### src/pkg/led_seq_pkg.sv
// Purpose: Shared constants and types of the status indicator sequencer.
// Assumes: One 100 MHz system clock; all pattern timing counted in milliseconds.
// Notes:   Durations are in ms; the cycle count per ms is derived from the clock.
package led_seq_pkg;

   // ---------------------------------------------------------------
   // Clock and time base
   // ---------------------------------------------------------------
   localparam int CLK_PERIOD_NS  = 10;
   localparam int MS_IN_NS       = 1000000;
   localparam int CYCLES_PER_MS  = MS_IN_NS / CLK_PERIOD_NS;

   // ---------------------------------------------------------------
   // Pattern phase durations, in ms
   // ---------------------------------------------------------------
   localparam int MS_W           = 10;
   localparam logic [MS_W-1:0] BLINK_ON_MS     = 10'h0C8;
   localparam logic [MS_W-1:0] BLINK_OFF_MS    = 10'h0C8;
   localparam logic [MS_W-1:0] FLASH_ON_MS     = 10'h0C8;
   localparam logic [MS_W-1:0] FLASH_GAP_MS    = 10'h0C8;
   localparam logic [MS_W-1:0] LONG_OFF_MS     = 10'h3E8;
   localparam logic [MS_W-1:0] FLICKER_ON_MS   = 10'h032;
   localparam logic [MS_W-1:0] FLICKER_OFF_MS  = 10'h032;
   // Steady patterns have one phase; its length only paces the idle counter
   localparam logic [MS_W-1:0] STEADY_MS       = 10'h3E8;

   // ---------------------------------------------------------------
   // Phases and patterns
   // ---------------------------------------------------------------
   localparam int PHASE_W = 2;
   localparam logic [PHASE_W-1:0] PHASE_FIRST = 2'h0;

   typedef enum logic [2:0] {
      PAT_DARK      = 3'h0,
      PAT_GREEN_ON  = 3'h1,
      PAT_BLINK_G   = 3'h3,
      PAT_SFLASH_G  = 3'h2,
      PAT_FLICKER   = 3'h6,
      PAT_SFLASH_R  = 3'h7,
      PAT_DFLASH_R  = 3'h5,
      PAT_RED_ON    = 3'h4
   } pattern_type;

endpackage

### src/hw/canopen_status_led_sequencer.sv
// Purpose: Bicolour fieldbus status indicator sequencer for a CANopen node.
// Assumes: Condition inputs come from protocol logic on the same clock,
//          so none of them needs a synchroniser.
// Notes:   Outputs are registered; a condition change shows one edge later, the new LED colour two edges later.
//          The error-control event is a held level; no sticky copy is kept here.
//          Phase lengths are exact in cycles, the first phase after a change included.
`timescale 1ns/10ps

module canopen_status_led_sequencer #(
   parameter int CYCLES_PER_MS = led_seq_pkg::CYCLES_PER_MS
) (
   input  wire logic        clk,                 // System clock, 100 MHz
   input  wire logic        rst,                 // Synchronous reset, active high
   input  wire logic        slave_role,          // Node runs the slave stack
   input  wire logic        reset_active,        // Node is executing a reset
   input  wire logic        unconfigured,        // No configuration loaded
   input  wire logic        bus_off,             // Bus controller is bus-off
   input  wire logic        error_control_event, // Guard or heartbeat event seen
   input  wire logic        warning_reached,     // An error counter at warning level
   input  wire logic        autobaud_active,     // Bit-rate detection running
   input  wire logic        operational,         // Network state: running
   input  wire logic        preparing_state,     // Network state: preparing
   input  wire logic        halted_state,        // Network state: halted
   output logic             led_red,             // Red element lit, registered
   output logic             led_green,           // Green element lit, registered
   output logic [2:0]       shown_pattern        // Pattern on display, registered
);

   // ---------------------------------------------------------------
   // Elaboration check
   // ---------------------------------------------------------------
   generate
      // Below two cycles per ms the registered tick cannot keep its period
      if (CYCLES_PER_MS < 2) begin : g_bad_rate
         $error("CYCLES_PER_MS must be at least 2");
      end
      // A zero length would wrap phase_len - 1 and stretch the phase to 1024 ms
      if (led_seq_pkg::BLINK_ON_MS == '0 || led_seq_pkg::BLINK_OFF_MS == '0 ||
          led_seq_pkg::FLICKER_ON_MS == '0 || led_seq_pkg::FLICKER_OFF_MS == '0) begin : g_len_a
         $error("Blink and flicker phases must last at least 1 ms");
      end
      if (led_seq_pkg::FLASH_ON_MS == '0 || led_seq_pkg::FLASH_GAP_MS == '0 ||
          led_seq_pkg::LONG_OFF_MS == '0 || led_seq_pkg::STEADY_MS == '0) begin : g_len_b
         $error("Flash and steady phases must last at least 1 ms");
      end
   endgenerate

   // ---------------------------------------------------------------
   // Declarations
   // ---------------------------------------------------------------
   led_seq_pkg::pattern_type                pattern_ff;
   led_seq_pkg::pattern_type                nxt_pattern;
   logic [led_seq_pkg::PHASE_W-1:0]         phase_ff;
   logic [led_seq_pkg::MS_W-1:0]            ms_cnt_ff;
   logic                                    led_red_ff;
   logic                                    led_green_ff;
   logic                                    pattern_change;
   logic                                    ms_tick;
   // Phase table outputs, decoded from the pattern and phase registers
   logic [led_seq_pkg::MS_W-1:0]            phase_len;
   logic [led_seq_pkg::MS_W-1:0]            phase_end_ms;
   logic                                    phase_last;
   logic                                    phase_red;
   logic                                    phase_green;
   logic                                    phase_done;

   // ---------------------------------------------------------------
   // Millisecond time base
   // ---------------------------------------------------------------
   // Realigned on every pattern change so the first phase is full length; a free
   // running base would cut the first phase short by up to one ms
   ms_tick_gen #(
      .CYCLES_PER_MS (CYCLES_PER_MS)
   ) u_ms_tick (
      .clk     (clk),
      .rst     (rst),
      .restart (pattern_change),
      .tick    (ms_tick)
   );

   // ---------------------------------------------------------------
   // Pattern selection
   // ---------------------------------------------------------------
   // Faults outrank the network state, and autobaud sits below every fault so an
   // error stays visible while the bit rate is still being searched for
   always_comb begin
      if (reset_active || unconfigured) begin
         nxt_pattern = led_seq_pkg::PAT_DARK;
      end else if (bus_off) begin
         nxt_pattern = led_seq_pkg::PAT_RED_ON;
      end else if (error_control_event) begin
         nxt_pattern = led_seq_pkg::PAT_DFLASH_R;
      end else if (warning_reached) begin
         nxt_pattern = led_seq_pkg::PAT_SFLASH_R;
      end else if (slave_role && autobaud_active) begin
         nxt_pattern = led_seq_pkg::PAT_FLICKER;
      end else if (operational) begin
         nxt_pattern = led_seq_pkg::PAT_GREEN_ON;
      end else if (preparing_state) begin
         nxt_pattern = led_seq_pkg::PAT_BLINK_G;
      end else if (halted_state) begin
         nxt_pattern = led_seq_pkg::PAT_SFLASH_G;
      end else begin
         // No known network state: nothing meaningful to show
         nxt_pattern = led_seq_pkg::PAT_DARK;
      end
   end

   assign pattern_change = (nxt_pattern != pattern_ff);

   // ---------------------------------------------------------------
   // Pattern register
   // ---------------------------------------------------------------
   always_ff @(posedge clk) begin
      if (rst) begin
         pattern_ff <= led_seq_pkg::PAT_DARK;
      end else begin
         pattern_ff <= nxt_pattern;
      end
   end

   // ---------------------------------------------------------------
   // Phase table
   // ---------------------------------------------------------------
   // Each phase gives its length in ms, its colours and whether it wraps
   always_comb begin
      phase_len   = led_seq_pkg::STEADY_MS;
      phase_last  = 1'b1;
      phase_red   = 1'b0;
      phase_green = 1'b0;
      case (pattern_ff)
         // Steady patterns: one phase that simply wraps on itself
         led_seq_pkg::PAT_DARK: begin
            phase_len = led_seq_pkg::STEADY_MS;
         end
         led_seq_pkg::PAT_GREEN_ON: begin
            phase_green = 1'b1;
         end
         led_seq_pkg::PAT_RED_ON: begin
            phase_red = 1'b1;
         end

         // Slow blink: equal lit and dark halves
         led_seq_pkg::PAT_BLINK_G: begin
            case (phase_ff)
               2'h0: begin
                  phase_len   = led_seq_pkg::BLINK_ON_MS;
                  phase_green = 1'b1;
                  phase_last  = 1'b0;
               end
               default: begin
                  phase_len   = led_seq_pkg::BLINK_OFF_MS;
               end
            endcase
         end

         // Single flash: one short pulse, then the long dark phase
         led_seq_pkg::PAT_SFLASH_G,
         led_seq_pkg::PAT_SFLASH_R: begin
            case (phase_ff)
               2'h0: begin
                  phase_len   = led_seq_pkg::FLASH_ON_MS;
                  phase_green = (pattern_ff == led_seq_pkg::PAT_SFLASH_G);
                  phase_red   = (pattern_ff == led_seq_pkg::PAT_SFLASH_R);
                  phase_last  = 1'b0;
               end
               default: begin
                  phase_len   = led_seq_pkg::LONG_OFF_MS;
               end
            endcase
         end

         // Double flash: pulse, short gap, pulse, then the long dark phase
         led_seq_pkg::PAT_DFLASH_R: begin
            case (phase_ff)
               2'h0: begin
                  phase_len   = led_seq_pkg::FLASH_ON_MS;
                  phase_red   = 1'b1;
                  phase_last  = 1'b0;
               end
               2'h1: begin
                  phase_len   = led_seq_pkg::FLASH_GAP_MS;
                  phase_last  = 1'b0;
               end
               2'h2: begin
                  phase_len   = led_seq_pkg::FLASH_ON_MS;
                  phase_red   = 1'b1;
                  phase_last  = 1'b0;
               end
               default: begin
                  phase_len   = led_seq_pkg::LONG_OFF_MS;
               end
            endcase
         end

         led_seq_pkg::PAT_FLICKER: begin
            // Red and green take turns so both colours show within 200 ms
            case (phase_ff)
               2'h0: begin
                  phase_len   = led_seq_pkg::FLICKER_ON_MS;
                  phase_red   = 1'b1;
                  phase_last  = 1'b0;
               end
               2'h1: begin
                  phase_len   = led_seq_pkg::FLICKER_OFF_MS;
                  phase_last  = 1'b0;
               end
               2'h2: begin
                  phase_len   = led_seq_pkg::FLICKER_ON_MS;
                  phase_green = 1'b1;
                  phase_last  = 1'b0;
               end
               default: begin
                  phase_len   = led_seq_pkg::FLICKER_OFF_MS;
               end
            endcase
         end

         // Codes outside the table show dark rather than a stale colour
         default: begin
            phase_len   = led_seq_pkg::STEADY_MS;
         end
      endcase
   end

   // ---------------------------------------------------------------
   // Phase sequencing
   // ---------------------------------------------------------------
   // A phase ends on the tick that completes its last ms; the LEDs follow one edge
   // later, matching the one dark edge at a pattern change, so lengths stay exact
   assign phase_end_ms = phase_len - 1'b1;
   assign phase_done   = ms_tick && (ms_cnt_ff == phase_end_ms);

   // Counts whole ms inside the current phase; a change of pattern or the end of
   // the phase clears it, so each phase times itself from zero
   always_ff @(posedge clk) begin
      if (rst || pattern_change) begin
         ms_cnt_ff <= '0;
      end else if (phase_done) begin
         ms_cnt_ff <= '0;
      end else if (ms_tick) begin
         ms_cnt_ff <= ms_cnt_ff + 1'b1;
      end
   end

   // ---------------------------------------------------------------
   // Phase register
   // ---------------------------------------------------------------
   always_ff @(posedge clk) begin
      if (rst || pattern_change) begin
         phase_ff <= led_seq_pkg::PHASE_FIRST;
      end else if (phase_done) begin
         if (phase_last) begin
            phase_ff <= led_seq_pkg::PHASE_FIRST;
         end else begin
            phase_ff <= phase_ff + 1'b1;
         end
      end
   end

   // ---------------------------------------------------------------
   // Indicator drive
   // ---------------------------------------------------------------
   // Registered so the pins never glitch while the table decodes; both go dark
   // for one edge on a pattern change so no colour of the old pattern leaks over
   always_ff @(posedge clk) begin
      if (rst || pattern_change) begin
         led_red_ff <= 1'b0;
      end else begin
         led_red_ff <= phase_red;
      end
   end

   always_ff @(posedge clk) begin
      if (rst || pattern_change) begin
         led_green_ff <= 1'b0;
      end else begin
         led_green_ff <= phase_green;
      end
   end

   // ---------------------------------------------------------------
   // Outputs
   // ---------------------------------------------------------------
   assign led_red       = led_red_ff;
   assign led_green     = led_green_ff;
   assign shown_pattern = pattern_ff;

endmodule

### src/hw/ms_tick_gen.sv
// Purpose: Millisecond tick generator for the indicator sequencer.
// Assumes: Free-running system clock; restart comes from same-clock logic.
// Notes:   Tick is a one-cycle registered pulse every CYCLES_PER_MS cycles.
`timescale 1ns/10ps
module ms_tick_gen #(
   parameter int CYCLES_PER_MS = 100000
) (
   input  wire logic clk,      // System clock
   input  wire logic rst,      // Synchronous reset, active high
   input  wire logic restart,  // Realign the time base to this cycle
   output logic      tick      // One-cycle pulse per millisecond
);

   localparam int CNT_W = $clog2(CYCLES_PER_MS);
   localparam logic [CNT_W-1:0] CNT_LAST = CNT_W'(CYCLES_PER_MS - 1);
   localparam logic [CNT_W-1:0] CNT_ONE  = CNT_W'(1);

   // ---------------------------------------------------------------
   // Elaboration check
   // ---------------------------------------------------------------
   generate
      if (CYCLES_PER_MS < 2) begin : g_bad_rate
         $error("ms_tick_gen needs at least two cycles per tick");
      end
   endgenerate

   logic [CNT_W-1:0] cnt_ff;
   logic             tick_ff;

   // Restart loads one, not zero: the tick is registered, so this puts the first
   // tick a full CYCLES_PER_MS cycles after the restart edge
   always_ff @(posedge clk) begin
      if (rst) begin
         cnt_ff <= '0;
      end else if (restart) begin
         cnt_ff <= CNT_ONE;
      end else if (cnt_ff == CNT_LAST) begin
         cnt_ff <= '0;
      end else begin
         cnt_ff <= cnt_ff + 1'b1;
      end
   end

   always_ff @(posedge clk) begin
      if (rst || restart) begin
         tick_ff <= 1'b0;
      end else begin
         tick_ff <= (cnt_ff == CNT_LAST);
      end
   end

   assign tick = tick_ff;

endmodule

### config.mk
export PLATFORM = sky130hd
export DESIGN_NAME = canopen_status_led_sequencer
export DESIGN_NICKNAME = d
export VERILOG_FILES = /design/src/pkg/led_seq_pkg.sv /design/src/hw/canopen_status_led_sequencer.sv /design/src/hw/ms_tick_gen.sv
export SDC_FILE = /design/constraint.sdc
export NUM_CORES = 1
export LEC_CHECK = 0
export ABC_AREA = 1
export CORE_ASPECT_RATIO = 1.4
export CORE_UTILIZATION = 30
export DETAILED_ROUTE_END_ITERATION = 6
export DONT_BUFFER_PORTS = 1
export SYNTH_ARGS = -nofsm -noshare
export SYNTH_HDL_FRONTEND = slang
export SYNTH_SLANG_ARGS = --single-unit
export TNS_END_PERCENT = 10
### constraint.sdc
create_clock -name clk -period 1.9 [get_ports clk]
set_clock_uncertainty 0.15 [all_clocks]
set_input_delay 0.19 -clock clk [delete_from_list [all_inputs] [get_ports clk]]
set_output_delay 0.19 -clock clk [all_outputs]
set_load 0.02 [all_outputs]
==> run_results.csv <==
group,metric,value,unit
logic_synthesis,async_reset_ff_share,0,%
die,pin_count,17,
detailed_routing,ant_nets,0,
grt,grt-ovfl-total,0,
logic_synthesis,synth_edf_count,0,
layout,area_delta_synth_final,15.73,%
worst_hold_path,whs_path_depth,4,
critical_path,cp.arrival,1.93,ns
power_and_ir_drop,p_per_area,607.5,nW/um^2
die,coreArea,6296,sq um
timing,slew_violations,0,
clock_tree,htree_levels,2,
critical_path,path_depth,8,
worst_hold_path,hold_start,"warning_reached",
timing,fin_crit,1.853,ns
critical_path,slowest_delay,0.54,ns
layout,layout-drive-gt1-share,21.17,%
critical_path,rr_worst_depth,12,
critical_path,timing.rr.start,"shown_pattern[0]$_SDFF_PP0_",
grt,grt_max_degree,17,
logic_synthesis,yosys_warnings,0,
critical_path,path_class,"primary input to flip-flop",
grt,gr-usage-met2,20.31,%
layout,multi_input_area,1216,sq um
logic_synthesis,synthCells,257,
layout,final_core_util,36.41,%
timing,grt_setup_unrepaired,"yes",
critical_path,endpoint_kind,"flip-flop",
timing,tns,0,ns
timing,setup-violations-final,0,
layout,num_antenna_cells,0,
power_and_ir_drop,max-vdd-ir-drop,0.2218,mV
detailed_routing,routedWlPerCell,10.79,um
logic_synthesis,synth_top_flop_cell,"dfxtp_1",
critical_path,crit_required,1.97,ns
timing,slew_headroom,69.94,%
clock_tree,clockBufferDepth,2,
detailed_routing,dr.pass1.iters,4,
detailed_routing,routed_via_density,4.636,
logic_synthesis,synth_common_cells,"49 x nand2_1, 41 x nor2_1, 35 x dfxtp_1, 27 x inv_1, 14 x nand3_1",
grt,grtUsageMet1,12.19,%
critical_path,critPathLaunchType,"primary input",
logic_synthesis,synth_seq_area_share,35.38,%
job,cap_violations,0,
clock_tree,cts_tree,"built",
die,start_util,31.46,%
clock_tree,cts_buffers,5,
critical_path,crit_fanout,16,
die,fp.dieArea,6936,sq um
die,fp.dieH,98.14,um
layout,register_area,704.4,sq um
layout,fillCellCount,675,
detailed_routing,drc,0,
logic_synthesis,ys_ff_latch,35,
logic_synthesis,syn_nets,275,
clock_tree,root_buffer,"clkbuf_8",
detailed_routing,finalWirelength,3734,um
place,gp_congestion,0.8059,
place,portBuffers,0,
detailed_routing,first_iter_violations,32,
layout,finalNetCount,292,
critical_path,worst_path_dominant_cell_family,"simple AND/OR/NAND/NOR gates",
place,hpwl,2722,um
timing,worst_slew_pin_slew,0.4467,ns
logic_synthesis,synth_largest_area_cell,"dfxtp_1",
timing,timing.hold.ws,0.05940,ns
power_and_ir_drop,cellLeakagePower,0.8320,nW
logic_synthesis,syn_area,1981,sq um
status,outcome,"finished, final reports clean",
clock_tree,clkTransAtPathRegs,0.07,ns
timing,hold_viol,0,
logic_synthesis,synth.most_common_cell,"nand2_1",
clock_tree,clock_latency,0.29,ns
critical_path,cpMaxStageDelayCell,"dlygate4sd3_1",
critical_path,critPathBufInv,1,
die,die_w,70.67,um
critical_path,worstPathCellList,"dlygate4sd3_1 > nor3_1 > nand3_1 > nand2_2 > nand3_4 > nor2_8 > nand2_4 > nor2_1",
grt,grt_most_used_layer,"met2",
worst_hold_path,hold_class,"primary input to flip-flop",
grt,met3_usage,2.270,%
grt,grt_pass1_wl,6258,um
clock_tree,clock_sinks,35,
timing,fin_crit_sh,97.52,%
logic_synthesis,yosysUniqueCellTypes,30,
timing,max_freq,0.5397,GHz
grt,grt_use_total,11.29,%
die,row_count,34,
grt,antenna_found_initial,0,
logic_synthesis,avgSynthCellArea,7.707,sq um
logic_synthesis,synth_top_cell_area_share,35.38,%
detailed_routing,vias,1604,
critical_path,cp-startpoint,"reset_active",
logic_synthesis,synth.area.top_cells,"dfxtp_1 35%, nand2_1 9.3%, nor2_1 7.8%",
grt,grt_pass1_vias,1562,
## cell usage in the layout, fill, tap and decap left out, drive strengths merged
cell type / synthesis / routed
or2: 1 / 1
o21bai: 2 / 2
nand3b: 2 / 2
nand4: 5 / 5
nand2: 55 / 56
xor2: 12 / 12
nor3: 6 / 6
nor2: 57 / 57
ha: 6 / 6
nand3: 19 / 19
a21oi: 5 / 5
xnor2: 12 / 12
o21ai: 6 / 6
clkbuf: 0 / 6
dfxtp: 35 / 35
dlygate4sd3: 0 / 4
inv: 29 / 29
mux2i: 1 / 1
nor4: 2 / 2
buf: 1 / 6
and2: 1 / 1
clkinv: 0 / 1
## layer usage
metal | vias to the layer above | routed length [um] | part of all wire [%]
met3 | 5 | 137 | 3.7
li1 | 846 | - | -
met1 | 719 | 1693 | 45
met5 | - | 0 | 0
met2 | 34 | 1819 | 49
met4 | 0 | 83 | 2.2
## power breakdown
part / switching [mW] / internal, mW / leakage, nW
Sequential: 0.00582 / 0.741 / 0.284
Combinational: 0.0718 / 0.0355 / 0.501
Clock: 0.254 / 0.284 / 0.0470
Total: 0.332 / 1.06 / 0.832
## layout make-up
cell class	count	area share (%)
multi-input combinational	193	53.06
inverter	29	4.749
tap	72	3.930
sequential	35	30.73
clock inverter	1	0.2183
clock buffer	6	3.603
timing repair buffer	10	3.712
## flip-flops by register name, indices dropped and copies added (netlist names)
name	flops
u_ms_tick.tick	1
ms_cnt_ff	10
shown_pattern	3
led_red	1
u_ms_tick.cnt_ff	17
led_green	1
phase_ff	2
## timing repair
action / CTS / global route
pin swaps: 0 / 8
resized for setup: 1 / 10
setup endpoints to repair: 10 / 15
buffers inserted: 0 / 1
hold endpoints to repair: 19 / 0
hold buffers: 4 / 0
gates cloned: 0 / 1
## metrics by stage
stage	cell area [sq um]	setup slack, ns	total power, mW	cells
after floorplan	1989	0.01888	0.8455	257
after global placement	2097	0.05166	0.8540	333
after detailed placement	2097	0.001336	0.8555	333
after CTS	2230	0.01193	1.406	344
after global routing	2292	-0.08659	1.459	346
final	2292	0.04718	1.392	346
## logic make-up (layout without fill, tap and decap cells)
logic type / count (synthesis) / after routing / share of synthesized area, %
AND/OR/NAND/NOR: 148 / 149 / 39.48
AO/OA/AOI/OAI: 13 / 13 / 3.727
buffers and inverters: 30 / 46 / 6.507
multiplexers: 1 / 1 / 0.5054
flip-flops: 35 / 35 / 35.38
XOR/XNOR: 24 / 24 / 10.61
adder cells (fa/ha/maj): 6 / 6 / 3.790
## tightest hold or removal path, delay by kind of cell
kind	cells	cell delay (ns)
and+or+nand+nor	3	0.24
AOI/OAI and AO/OA	1	0.02
## worst paths after layout
| check | to | slack [ns] |
|---|---|---|
| max | u_ms_tick.cnt_ff[14]$_SDFF_PP0_ | 0.05 |
| max reg2reg | phase_ff[1]$_SDFFE_PP0P_ | 0.06 |
| min | shown_pattern[1]$_SDFF_PP0_ | 0.06 |
| min reg2reg | phase_ff[1]$_SDFFE_PP0P_ | 0.38 |
No activity file was read; power rests on OpenSTA's default activity.
